==> src/rtl/acr_consts.svh <==
`ifndef ACR_CONSTS_SVH
`define ACR_CONSTS_SVH

// register addresses on the special-function bus
`define ACR_ADDR_CTL_ONE 8'hB4
`define ACR_ADDR_CTL_TWO 8'hB5
`define ACR_ADDR_RESULT_HIGH 8'hBB

// converter_control_one field positions
`define ACR_EOC_BIT 7
`define ACR_GO_BIT 6
`define ACR_TRIG_HI 5
`define ACR_TRIG_LO 4
`define ACR_RND_HI 3
`define ACR_RND_LO 2
`define ACR_RSV_HI 1
`define ACR_RSV_LO 0

// converter_control_two field positions
`define ACR_REF_HI 7
`define ACR_REF_LO 6
`define ACR_DEC_HI 5
`define ACR_DEC_LO 4
`define ACR_CH_HI 3
`define ACR_CH_LO 0

// result word slice shown in result_high_byte
`define ACR_RES_HI 11
`define ACR_RES_LO 4

// reset values
`define ACR_TRIG_RST 2'h3
`define ACR_RSV_RST 2'h3
`define ACR_RND_RST 2'h0
`define ACR_REF_RST 2'h0
`define ACR_DEC_RST 2'h1
`define ACR_CH_RST 4'h0
`define ACR_RESULT_RST 12'h000
`define ACR_BYTE_ZERO 8'h00

// trigger select codes
`define ACR_TRIG_PIN 2'h0
`define ACR_TRIG_FULL 2'h1
`define ACR_TRIG_TIMER 2'h2
`define ACR_TRIG_GO 2'h3

// random generator control codes
`define ACR_RND_DONE 2'h0
`define ACR_RND_STEP 2'h1

// decimation codes
`define ACR_DEC_64 2'h0
`define ACR_DEC_128 2'h1
`define ACR_DEC_256 2'h2
`define ACR_DEC_512 2'h3

// meaningful result bits per decimation code
`define ACR_RES_BITS_64 7
`define ACR_RES_BITS_128 9
`define ACR_RES_BITS_256 10
`define ACR_RES_BITS_512 12
`define ACR_RES_WIDTH 12

// channel code boundaries
`define ACR_CH_FIRST_SINGLE 4'h0
`define ACR_CH_LAST_SINGLE 4'h7
`define ACR_CH_FIRST_PAIR 4'h8
`define ACR_CH_FIRST_FIXED 4'hC
`define ACR_CH_STEP 4'h1

// random generator defaults
`define ACR_LFSR_WIDTH 16
`define ACR_LFSR_UNROLL 13
`define ACR_LFSR_SEED 16'hFFFF
`define ACR_LFSR_TAPS 16'hB400

`endif

==> src/rtl/acr_pkg.sv <==
package acr_pkg;

    // sequencer states
    typedef enum logic [1:0] {
        ACR_IDLE,
        ACR_WAIT
    } acr_seq_type;

    // register bus request
    typedef struct packed {
        logic [7:0] addr;
        logic [7:0] wdata;
        logic wr;
        logic rd;
    } acr_bus_req_type;

    // settings sent to the modulator with each conversion
    typedef struct packed {
        logic [1:0] reference;
        logic [1:0] decimation;
        logic [3:0] channel;
    } acr_conv_cfg_type;

    // conversion-done event from the filter
    typedef struct packed {
        logic done;
        logic [11:0] value;
    } acr_conv_res_type;

    // whole state of the control block
    typedef struct packed {
        acr_seq_type seq;
        logic eoc;
        logic go;
        logic [1:0] trig_sel;
        logic [1:0] rnd_ctl;
        logic [1:0] rsv;
        logic [1:0] reference;
        logic [1:0] decimation;
        logic [3:0] end_channel;
        logic [3:0] ch_readback;
        logic [3:0] cursor;
        logic [11:0] result;
        logic [7:0] rdata;
        logic [2:0] pin_sync;
        logic pin_level;
        logic conv_start;
        logic sample_ready;
    } acr_state_type;

    // state of the random generator
    typedef struct packed {
        logic [15:0] value;
    } acr_lfsr_state_type;

endpackage : acr_pkg

==> src/rtl/acr_top.sv <==
// Notes on behaviour
// result high byte is read-only, resets zero, shows result bits 11:4.
// result bits below the decimation-chosen resolution are forced to zero.
// done flag bit 7 sets on conversion end, clears on result high read.
// a further conversion before that read just keeps the done flag set.
// writing go with trigger select 11 starts a sequence only when idle.
// go reads 1 while its started sequence runs, 0 otherwise.
// trigger select 5:4, reset 11: 00 pin, 10 timer compare, 11 go.
// trigger select 01 runs full speed, no trigger awaited.
// writing 01 to bits 3:2 steps the LFSR once 13x, then back to 00.
// reference select 7:6, reset 00, drives the sequence reference choice.
// decimation select 5:4, reset 01: 64, 128, 256 or 512.
// end channel 3:0 picks last input, pair or fixed source.
// end codes up to 0111 convert singles from input zero to the end.
// end codes 1000 to 1011 convert pairs from the first to the end.
// end codes 1100 and up do one conversion of that source.
// end channel reads back the most recent conversion; below 1100 the code gives that channel plus one.
// after a sequence below 1100 the readback is written value plus one.
// hardware clears go once the sequence completes.
// in full speed a new sequence starts at the previous one's end.
// software writes 11 into the reserved low bits of control one.
//
// The address-and-strobe port was decided locally.
`timescale 1ns/1ns
`include "acr_consts.svh"

module acr_top #(
    parameter int LFSR_UNROLL = `ACR_LFSR_UNROLL,
    parameter logic [15:0] LFSR_SEED = `ACR_LFSR_SEED,
    parameter logic [15:0] LFSR_TAPS = `ACR_LFSR_TAPS
) (
    input wire logic sys_clk_i,
    input wire logic reset_i,
    input wire acr_pkg::acr_bus_req_type bus_req_i,
    output logic [7:0] rdata_o,
    input wire logic external_trigger_pin_i,
    input wire logic timer_compare_i,
    input wire acr_pkg::acr_conv_res_type conv_res_i,
    output acr_pkg::acr_conv_cfg_type conv_cfg_o,
    output logic conv_start_o,
    output logic seq_busy_o,
    output logic sample_ready_o,
    output logic [11:0] result_o,
    output logic [15:0] random_o
);

    acr_pkg::acr_state_type state_r;
    acr_pkg::acr_state_type state_nxt;

    logic wr_ctl_one;
    logic wr_ctl_two;
    logic rd_result_high;
    logic pin_edge;
    logic go_start;
    logic trig_start;
    logic seq_last;
    logic rnd_step;

    // first channel of a sequence for a given end code
    function automatic logic [3:0] first_channel(input logic [3:0] end_ch);
        if (end_ch <= `ACR_CH_LAST_SINGLE) begin
            first_channel = `ACR_CH_FIRST_SINGLE;
        end else if (end_ch < `ACR_CH_FIRST_FIXED) begin
            first_channel = `ACR_CH_FIRST_PAIR;
        end else begin
            first_channel = end_ch;
        end
    endfunction : first_channel

    // readback value after a finished conversion: its channel, plus one below 1100
    function automatic logic [3:0] readback_of(input logic [3:0] ch);
        if (ch < `ACR_CH_FIRST_FIXED) begin
            readback_of = ch + `ACR_CH_STEP;
        end else begin
            readback_of = ch;
        end
    endfunction : readback_of

    // keep only the bits that the decimation rate makes meaningful
    function automatic logic [11:0] resolution_mask(input logic [1:0] dec);
        int bits;
        case (dec)
            `ACR_DEC_64: bits = `ACR_RES_BITS_64;
            `ACR_DEC_128: bits = `ACR_RES_BITS_128;
            `ACR_DEC_256: bits = `ACR_RES_BITS_256;
            default: bits = `ACR_RES_BITS_512;
        endcase
        resolution_mask = '0;
        for (int i = 0; i < `ACR_RES_WIDTH; i++) begin
            if (i >= `ACR_RES_WIDTH - bits) begin
                resolution_mask[i] = 1'b1;
            end
        end
    endfunction : resolution_mask

    // bus decode; a stray address is simply ignored
    assign wr_ctl_one = bus_req_i.wr && (bus_req_i.addr == `ACR_ADDR_CTL_ONE);
    assign wr_ctl_two = bus_req_i.wr && (bus_req_i.addr == `ACR_ADDR_CTL_TWO);
    assign rd_result_high = bus_req_i.rd && (bus_req_i.addr == `ACR_ADDR_RESULT_HIGH);

    // pin edge only once the last two sync stages agree
    assign pin_edge = (state_r.pin_sync[1] == state_r.pin_sync[2]) &&
                      state_r.pin_sync[2] && !state_r.pin_level;

    // go only counts when its own write also selects the go trigger
    assign go_start = wr_ctl_one && bus_req_i.wdata[`ACR_GO_BIT] &&
                      (bus_req_i.wdata[`ACR_TRIG_HI:`ACR_TRIG_LO] == `ACR_TRIG_GO) &&
                      (state_r.seq == acr_pkg::ACR_IDLE);

    // hardware start events while idle
    always_comb begin
        case (state_r.trig_sel)
            `ACR_TRIG_PIN: trig_start = pin_edge;
            `ACR_TRIG_FULL: trig_start = 1'b1;
            `ACR_TRIG_TIMER: trig_start = timer_compare_i;
            default: trig_start = 1'b0;
        endcase
    end

    // sequence ends on the programmed channel, fixed sources at once
    assign seq_last = (state_r.cursor == state_r.end_channel) ||
                      (state_r.end_channel >= `ACR_CH_FIRST_FIXED);

    assign rnd_step = (state_r.rnd_ctl == `ACR_RND_STEP);

    // next state of the whole block
    always_comb begin
        state_nxt = state_r;
        state_nxt.conv_start = 1'b0;
        state_nxt.sample_ready = 1'b0;
        state_nxt.rdata = `ACR_BYTE_ZERO;

        // three-stage pin synchroniser
        state_nxt.pin_sync = {state_r.pin_sync[1:0], external_trigger_pin_i};
        if (state_r.pin_sync[1] == state_r.pin_sync[2]) begin
            state_nxt.pin_level = state_r.pin_sync[2];
        end

        // register reads answer in the following cycle only
        if (bus_req_i.rd) begin
            case (bus_req_i.addr)
                `ACR_ADDR_CTL_ONE: begin
                    state_nxt.rdata = {state_r.eoc, state_r.go, state_r.trig_sel,
                                       state_r.rnd_ctl, state_r.rsv};
                end
                `ACR_ADDR_CTL_TWO: begin
                    state_nxt.rdata = {state_r.reference, state_r.decimation,
                                       state_r.ch_readback};
                end
                `ACR_ADDR_RESULT_HIGH: begin
                    state_nxt.rdata = state_r.result[`ACR_RES_HI:`ACR_RES_LO];
                end
                default: begin
                    state_nxt.rdata = `ACR_BYTE_ZERO;
                end
            endcase
        end

        // reading the high byte acknowledges the result
        if (rd_result_high) begin
            state_nxt.eoc = 1'b0;
        end

        // random generator field returns to done after its single step
        if (rnd_step) begin
            state_nxt.rnd_ctl = `ACR_RND_DONE;
        end

        // control one writes; go is write-one and never stored directly
        if (wr_ctl_one) begin
            state_nxt.trig_sel = bus_req_i.wdata[`ACR_TRIG_HI:`ACR_TRIG_LO];
            state_nxt.rsv = bus_req_i.wdata[`ACR_RSV_HI:`ACR_RSV_LO];
            if (bus_req_i.wdata[`ACR_RND_HI:`ACR_RND_LO] == `ACR_RND_STEP) begin
                state_nxt.rnd_ctl = `ACR_RND_STEP;
            end
        end

        // control two writes; settings should only change while idle
        if (wr_ctl_two) begin
            state_nxt.reference = bus_req_i.wdata[`ACR_REF_HI:`ACR_REF_LO];
            state_nxt.decimation = bus_req_i.wdata[`ACR_DEC_HI:`ACR_DEC_LO];
            state_nxt.end_channel = bus_req_i.wdata[`ACR_CH_HI:`ACR_CH_LO];
            state_nxt.ch_readback = bus_req_i.wdata[`ACR_CH_HI:`ACR_CH_LO];
        end

        case (state_r.seq)
            acr_pkg::ACR_IDLE: begin
                if (go_start || trig_start) begin
                    state_nxt.go = go_start;
                    state_nxt.cursor = first_channel(state_r.end_channel);
                    state_nxt.conv_start = 1'b1;
                    state_nxt.seq = acr_pkg::ACR_WAIT;
                end
            end
            acr_pkg::ACR_WAIT: begin
                if (conv_res_i.done) begin
                    // mask before storing so both bytes agree
                    state_nxt.result = conv_res_i.value &
                                       resolution_mask(state_r.decimation);
                    state_nxt.eoc = 1'b1;
                    state_nxt.sample_ready = 1'b1;
                    state_nxt.ch_readback = readback_of(state_r.cursor);
                    if (seq_last) begin
                        state_nxt.go = 1'b0;
                        if (state_r.trig_sel == `ACR_TRIG_FULL) begin
                            // restart straight away without a dead cycle
                            state_nxt.cursor = first_channel(state_r.end_channel);
                            state_nxt.conv_start = 1'b1;
                        end else begin
                            state_nxt.seq = acr_pkg::ACR_IDLE;
                        end
                    end else begin
                        state_nxt.cursor = state_r.cursor + `ACR_CH_STEP;
                        state_nxt.conv_start = 1'b1;
                    end
                end
            end
            default: begin
                state_nxt.seq = acr_pkg::ACR_IDLE;
            end
        endcase
    end

    // single register stage for all state
    always_ff @(posedge sys_clk_i) begin
        if (reset_i) begin
            state_r.seq <= acr_pkg::ACR_IDLE;
            state_r.eoc <= 1'b0;
            state_r.go <= 1'b0;
            state_r.trig_sel <= `ACR_TRIG_RST;
            state_r.rnd_ctl <= `ACR_RND_RST;
            state_r.rsv <= `ACR_RSV_RST;
            state_r.reference <= `ACR_REF_RST;
            state_r.decimation <= `ACR_DEC_RST;
            state_r.end_channel <= `ACR_CH_RST;
            state_r.ch_readback <= `ACR_CH_RST;
            state_r.cursor <= `ACR_CH_RST;
            state_r.result <= `ACR_RESULT_RST;
            state_r.rdata <= `ACR_BYTE_ZERO;
            state_r.pin_sync <= 3'h0;
            state_r.pin_level <= 1'b0;
            state_r.conv_start <= 1'b0;
            state_r.sample_ready <= 1'b0;
        end else begin
            state_r <= state_nxt;
        end
    end

    // random generator steps once per request
    acr_lfsr #(
        .WIDTH(`ACR_LFSR_WIDTH),
        .UNROLL(LFSR_UNROLL),
        .SEED(LFSR_SEED),
        .TAPS(LFSR_TAPS)
    ) u_lfsr (
        .sys_clk_i(sys_clk_i),
        .reset_i(reset_i),
        .step_i(rnd_step),
        .value_o(random_o)
    );

    // outputs straight from state
    assign rdata_o = state_r.rdata;
    assign conv_cfg_o.reference = state_r.reference;
    assign conv_cfg_o.decimation = state_r.decimation;
    assign conv_cfg_o.channel = state_r.cursor;
    assign conv_start_o = state_r.conv_start;
    assign seq_busy_o = (state_r.seq == acr_pkg::ACR_WAIT);
    assign sample_ready_o = state_r.sample_ready;
    assign result_o = state_r.result;

endmodule : acr_top

==> src/rtl/acr_lfsr.sv <==
`timescale 1ns/1ns
`include "acr_consts.svh"

module acr_lfsr #(
    parameter int WIDTH = `ACR_LFSR_WIDTH,
    parameter int UNROLL = `ACR_LFSR_UNROLL,
    parameter logic [15:0] SEED = `ACR_LFSR_SEED,
    parameter logic [15:0] TAPS = `ACR_LFSR_TAPS
) (
    input wire logic sys_clk_i,
    input wire logic reset_i,
    input wire logic step_i,
    output logic [15:0] value_o
);

    acr_pkg::acr_lfsr_state_type state_r;
    acr_pkg::acr_lfsr_state_type state_nxt;

    // one shift of the feedback register
    function automatic logic [15:0] lfsr_shift(input logic [15:0] v);
        logic fb;
        fb = ^(v & TAPS);
        lfsr_shift = {v[14:0], fb};
    endfunction : lfsr_shift

    // a step applies all unrolled shifts in one clock
    always_comb begin
        state_nxt = state_r;
        if (step_i) begin
            for (int i = 0; i < UNROLL; i++) begin
                state_nxt.value = lfsr_shift(state_nxt.value);
            end
        end
    end

    always_ff @(posedge sys_clk_i) begin
        if (reset_i) begin
            state_r.value <= SEED;
        end else begin
            state_r <= state_nxt;
        end
    end

    assign value_o = state_r.value;

endmodule : acr_lfsr

==> config.mk <==
export PLATFORM = sky130hd
export DESIGN_NAME = acr_top
export DESIGN_NICKNAME = d
export VERILOG_FILES = /design/src/rtl/acr_pkg.sv /design/src/rtl/acr_top.sv /design/src/rtl/acr_lfsr.sv
export VERILOG_INCLUDE_DIRS = /design/src /design/src/rtl
export SDC_FILE = /design/constraint.sdc
export NUM_CORES = 1
export LEC_CHECK = 0
export ABC_AREA = 0
export BUFFER_PORTS_ARGS = -buffer_cell sky130_fd_sc_hd__buf_2
export CAP_MARGIN = 20
export CORE_UTILIZATION = 35
export DETAILED_ROUTE_END_ITERATION = 12
export GPL_ROUTABILITY_DRIVEN = 0
export PLACE_DENSITY = 0.54
export SYNTH_ARGS = -nofsm -noshare
export SYNTH_HDL_FRONTEND = slang
export SYNTH_SLANG_ARGS = --single-unit
==> constraint.sdc <==
create_clock -name sys_clk_i -period 4.3 [get_ports sys_clk_i]
set_input_delay 0 -clock sys_clk_i [delete_from_list [all_inputs] [get_ports sys_clk_i]]
set_output_delay 0 -clock sys_clk_i [all_outputs]
set_load 0.1 [all_outputs]
-- After elaboration in Yosys (flattened, before gate mapping)
Cells that the tools add are included.
- bitwise gates (word level): 3
- multiplexer cells: 69
- $lt $le $gt $ge: 16
- $add $sub $neg: 2
- equal/unequal tests: 18
- reduce and logical (&&, ||, !) cells: 34
- operators by type and width (operator ; count):
    XOR reduction 16 bit ; 13
    >= comparator 4 x 32 -> 1 bit, first input constant ; 4
    >= comparator 5 x 32 -> 1 bit, first input constant ; 4
    >= comparator 3 x 32 -> 1 bit, first input constant ; 2
    two-way mux 32 bit ; 2
    two-way mux 1 bit ; 43
    two-way mux 4 bit ; 10
    >= comparator 1 x 32 -> 1 bit, first input constant ; 1
    >= comparator 2 x 32 -> 1 bit, first input constant ; 1
    subtractor 5 x 32 -> 32 bit, first input constant ; 1
    equality test 8 bit, second input constant ; 3
    one-hot mux 8 bit (3 select lines) ; 1
    two-way mux 20 bit ; 1
    bitwise AND 12 bit ; 1
    two-way mux 2 bit ; 6
    one-hot mux 4 bit (3 select lines) ; 1
    AND reduction 4 bit ; 3
    equality test 2 x 1 -> 1 bit, second input constant ; 5
    logical AND 1 bit ; 8
    < comparator 4 bit, second input constant ; 2
    one-hot mux 4 bit (2 select lines) ; 1
    equality test 2 bit, second input constant ; 3
    zero test 2 bit ; 3
    adder 4 x 1 -> 4 bit, second input constant ; 1
    other kinds (16) ; 22
- output and inout bits: 47
- word-level logic and storage cells: 160
- bits in registers: 68
- input bits: 35

-- Logic depth before layout (Yosys ltp)
- depth in word-level cells: 12
- depth in mapped cells: 8
- depth with buffers taken out: 7

-- Cells and area by module
Synthesis repeated with hierarchy kept, for this count alone.
- cell total of the unflattened synthesis: 379
- area, all modules: 3480.8 um2
- modules (own cells, without submodules) (module ; instances ; area each (um2) ; seq. area each (um2) ; cells each):
    acr_top ; 1 ; 2555.0 ; 1021.0 ; 286
    acr_lfsr ; 1 ; 925.9 ; 320.3 ; 93

-- Worst setup path before layout
OpenSTA, ideal clock, no wires.
- kind: flip-flop to flip-flop
- from: register u_lfsr.state_r, in the netlist u_lfsr.value_o[10]
- to: register u_lfsr.state_r, in the netlist u_lfsr.value_o[1]
- setup slack: 2.259 ns
- arrival: 1.975 ns
- cell stages (with the launch flop): 6
- clock period less this slack: 2.041 ns
- data required time: 4.234 ns
- cells stage by stage: dfxtp_1 xor2_1 xnor2_1 xnor2_1 or3_1 nand3_1
- cells in the longest elaborated chain, start to end: 2
- RTL lines (what ; RTL line ; source):
    start: declaration ; acr_lfsr.sv:16 ; acr_pkg::acr_lfsr_state_type state_r;
    start signal: assignment ; acr_lfsr.sv:40 ; state_r <= state_nxt;
    XOR reduction 16 bit (2 in series) ; acr_lfsr.sv:22 ; fb = ^(v & TAPS);
Every way passes these cells.
A chain may end at the register's enable or synchronous reset.

-- Worst setup path in the final report
- from: register state_r[50] (netlist bit)
- to: register state_r, in the netlist conv_cfg_o[3]
- cells in the longest elaborated chain, start to end: 5
- RTL lines (what ; RTL line ; source):
    start: declaration ; acr_top.sv:47 ; acr_pkg::acr_state_type state_r;
    start signal: assignment ; acr_top.sv:245 ; state_r <= state_nxt;
    zero test 2 bit ; acr_top.sv:108, acr_top.sv:186 ;
    logical AND 1 bit ; acr_top.sv:106 ; assign go_start = wr_ctl_one && bus_req_i.wdata[`ACR_GO_BIT] &&
    logical OR 1 bit ; acr_top.sv:188 ; if (go_start || trig_start) begin
    != test 2 x 1 -> 1 bit (no line) ; n/a ;
    AND reduction 4 bit (no line) ; n/a ;
Parallel ways exist; a longest one is shown, timed or not.

==> flow_summary.yaml <==
run_status:
  status: "finished, final reports clean"
cts:
  clk_root_buffer_cell: "clkbuf_8"
  ctsResizeCount: 0
  cts.clk_slew.worst_paths_ps: 80
  post-cts-setup-buffers: 0
  clock_sinks: 67
  numCtsBuffers: 9
  cts_hold_buf: 22
  clockBufferDepth: 2
  clock_latency_ps: 340
  cts_tree: "done"
  cts_max_level: 3
logic_synthesis:
  syn_avg_cell_area_um2: 8.43
  syn-num-nets: 445
  synth_top_cell_by_area: "dfxtp_1"
  synth_fa_ha_area_share_pct: 2.58
  synth_compound_area_share_pct: 14.1
  synth_top_family_by_area: "simple AND/OR/NAND/NOR gates"
  muxShareOfSynthArea_pct: 4.01
  synth_edf_count: 0
  ys_async_sr_fraction_pct: 0
  synth.ff_latch_count: 67
  synthTopCellsByArea: "dfxtp_1, buf_4, nand2_1"
  yosys_warnings: 0
  synth_top_area_share_pct: 39.5
  synth-xor-area-share_pct: 8.76
  synth-simple-area-share_pct: 21.0
  synth_area_mm2: 0.00340
  netlist_instances: 403
  synth_flop_cell: "dfxtp_1"
  seq_area_frac_synth_pct: 39.5
  synth.distinct_cells: 47
finish:
  finish.net_count: 508
  area_growth_pct: 21.0
  n_fill_cell: 957
  drive_above_1_share_pct: 22.9
floorplanning:
  start_util_pct: 36.4
  pin_count: 82
  rows: 35
  coreArea_mm2: 0.00933
  die_y_um: 101
  die_area_mm2: 0.0101
  fp.dieW_um: 101
worst_setup_path:
  r2r_setup_slack_ps: 2030
  critPathMaxFanout: 25
  r2r_cells: 5
  crit_start: "state_r[50]$_SDFFE_PP0P_"
  crit_arrival_ps: 2550
  worstReg2RegStart: "state_r[50]$_SDFFE_PP0P_"
  crit_required_ps: 4580
  crit_path_end_kind: "register"
  worstReg2RegEnd: "conv_cfg_o[3]$_SDFFE_PP0P_"
  start_kind: "register"
  crit_end: "conv_cfg_o[3]$_SDFFE_PP0P_"
  worstSetupPathType: "register to register"
global_routing:
  grt-ovfl-total: 0
  grt_pass1_vias: 2711
  grt_pass1_wl_um: 13500
  grt_max_degree: 40
  antenna_found_initial: 1
  grt_usage_pct: 17.5
place:
  portBuffers: 81
  hpwlAfterDp_um: 5970
sta:
  tns_ps: 0
  rsz0062_at_grt: "false"
  whs_ps: 84.2
  fmax_mhz: 440
  relSlewSlack_pct: 37.6
  worst_pin_slew_ps: 936
  fin_crit_ps: 2270
  setup_viol: 0
  hold_viol_final: 0
  drv_slew: 0
  skew_ps: 10.3
  final.period_utilization_pct: 52.8
drt:
  drtPass1Iterations: 4
  route.met3.wl_um: 363
  vias_per_cell: 4.87
  ant_nets: 0
  vias: 2926
  wl_per_cell_um: 14.0
  drt_iter0_drc: 77
  m1WireLength_um: 4220
  routed_wl_um: 8420
  wl_met2_um: 3700
  drcViolationCount: 0
  routed.top_layer: "met4"
pwr:
  power_leakage_nw: 1.63
  ir_worst_vdd_uv: 163
  p_per_area_mw_per_mm2: 319
hold_path:
  worstHoldStart: "bus_req_i[1]"
  min_path_type: "input port to register"
job:
  maxCapViolCount: 0
power by group:
part | leakage (nW) | internal, mW | switching, mW | total, mW
combinational | 0.981 | 0.0390 | 0.0471 | 0.0861
sequential | 0.541 | 0.623 | 0.00547 | 0.629
clock | 0.108 | 0.342 | 0.254 | 0.596
total | 1.63 | 1.00 | 0.306 | 1.31
sequential cells by signal (all words and copies together), names as in the netlist:
signal and flops:
u_lfsr.value_o 16, result_o 12, conv_cfg_o 8, sample_ready_o 1, conv_start_o 1, state_nxt 2
rdata_o 8, state_r 19
layer usage:
metal | vias to the layer above | GRT usage, %
li1 | 1490 | -
met1 | 1354 | 23.8
met2 | 70 | 26.9
met3 | 12 | 4.51
met4 | 0 | 5.69
met5 | - | 0
cells by family after synthesis:
group                    after synthesis
buffers and inverters                 61
AND/OR/NAND/NOR                      146
adder cells (fa/ha/maj)                7
flip-flops                            67
multiplexers                          13
AO/OA/AOI/OAI                         75
XOR/XNOR                              34
area by class of cell:
| type | count | area (um^2) | share of cell area, % |
|---|---|---|---|
| inverter | 9 | 33.8 | 0.821 |
| multi-input combinational | 275 | 1710 | 41.7 |
| tap | 129 | 161 | 3.92 |
| antenna | 1 | 2.50 | 0.0608 |
| timing repair buffer | 104 | 633 | 15.4 |
| sequential | 67 | 1340 | 32.6 |
| clock buffer | 10 | 138 | 3.35 |
| clock inverter | 6 | 88.8 | 2.16 |
stage by stage:
| step | area (um^2) | utilization [%] | total power, mW | std cells | setup slack (ps) |
|---|---|---|---|---|---|
| 2_1_floorplan | 3400 | - | 0.686 | 403 | 2260 |
| 3_3_place_gp | 3660 | 39.3 | 0.714 | 562 | 2130 |
| 3_5_place_dp | 3660 | 39.3 | 0.714 | 562 | 2060 |
| 4_1_cts | 4110 | 44.1 | 1.33 | 600 | 2050 |
| 5_1_grt | 4110 | 44.1 | 1.36 | 600 | 1840 |
| 6_report | 4110 | 44.1 | 1.31 | 601 | 2030 |
cells in the final DEF, fill, tap and decap left out, types with 12 or more instances in the layout:
cell           instances
nand3_1               18
dfxtp_1               67
nor2_1                27
or3_1                 12
dlygate4sd3_1         22
a21oi_1               22
xor2_1                18
buf_2                 81
o21ai_0               19
nand2_1               56
xnor2_1               16
how the worst min path moves through the flow:
| stage | endpoint | slack [ps] | cells past startpoint |
|---|---|---|---|
| after global routing | state_r[33]$_SDFF_PP0_ | 90 | 3 |
| after floorplan | state_r[42]$_SDFFE_PP1N_ | 130 | 2 |
| final | state_r[33]$_SDFF_PP0_ | 80 | 3 |
| after detailed placement | state_nxt[4]$_SDFF_PP0_ | 240 | 2 |
| after CTS | state_r[33]$_SDFF_PP0_ | 70 | 3 |
| after global placement | state_nxt[4]$_SDFF_PP0_ | 240 | 2 |
synthesized netlist by cell type, types with 2 or more instances:
cell type and n:
nor3_1 8, nand2b_1 3, xor2_1 18, ha_1 7, nand2_1 56, a31oi_1 2
nand3_1 18, dfxtp_1 67, buf_4 28, or3_1 12, mux2i_1 8, o21ai_0 19
nand3b_1 4, nor2b_1 3, xnor2_1 16, clkbuf_1 21, a221o_1 2, a21oi_1 22
nand4b_1 3, a22oi_1 10, nor2_1 27, mux2_2 5, a311oi_1 2, a211oi_1 6
inv_1 8, and3_1 3, o211ai_1 5
critical path, stage by stage (launching register included):
cell	delay (ps)
dfxtp_1	550
nand2_1	600
nor3_1	600
nor4_4	100
a211oi_1	240
a221o_1	130
No activity file was read; power rests on OpenSTA's default activity.
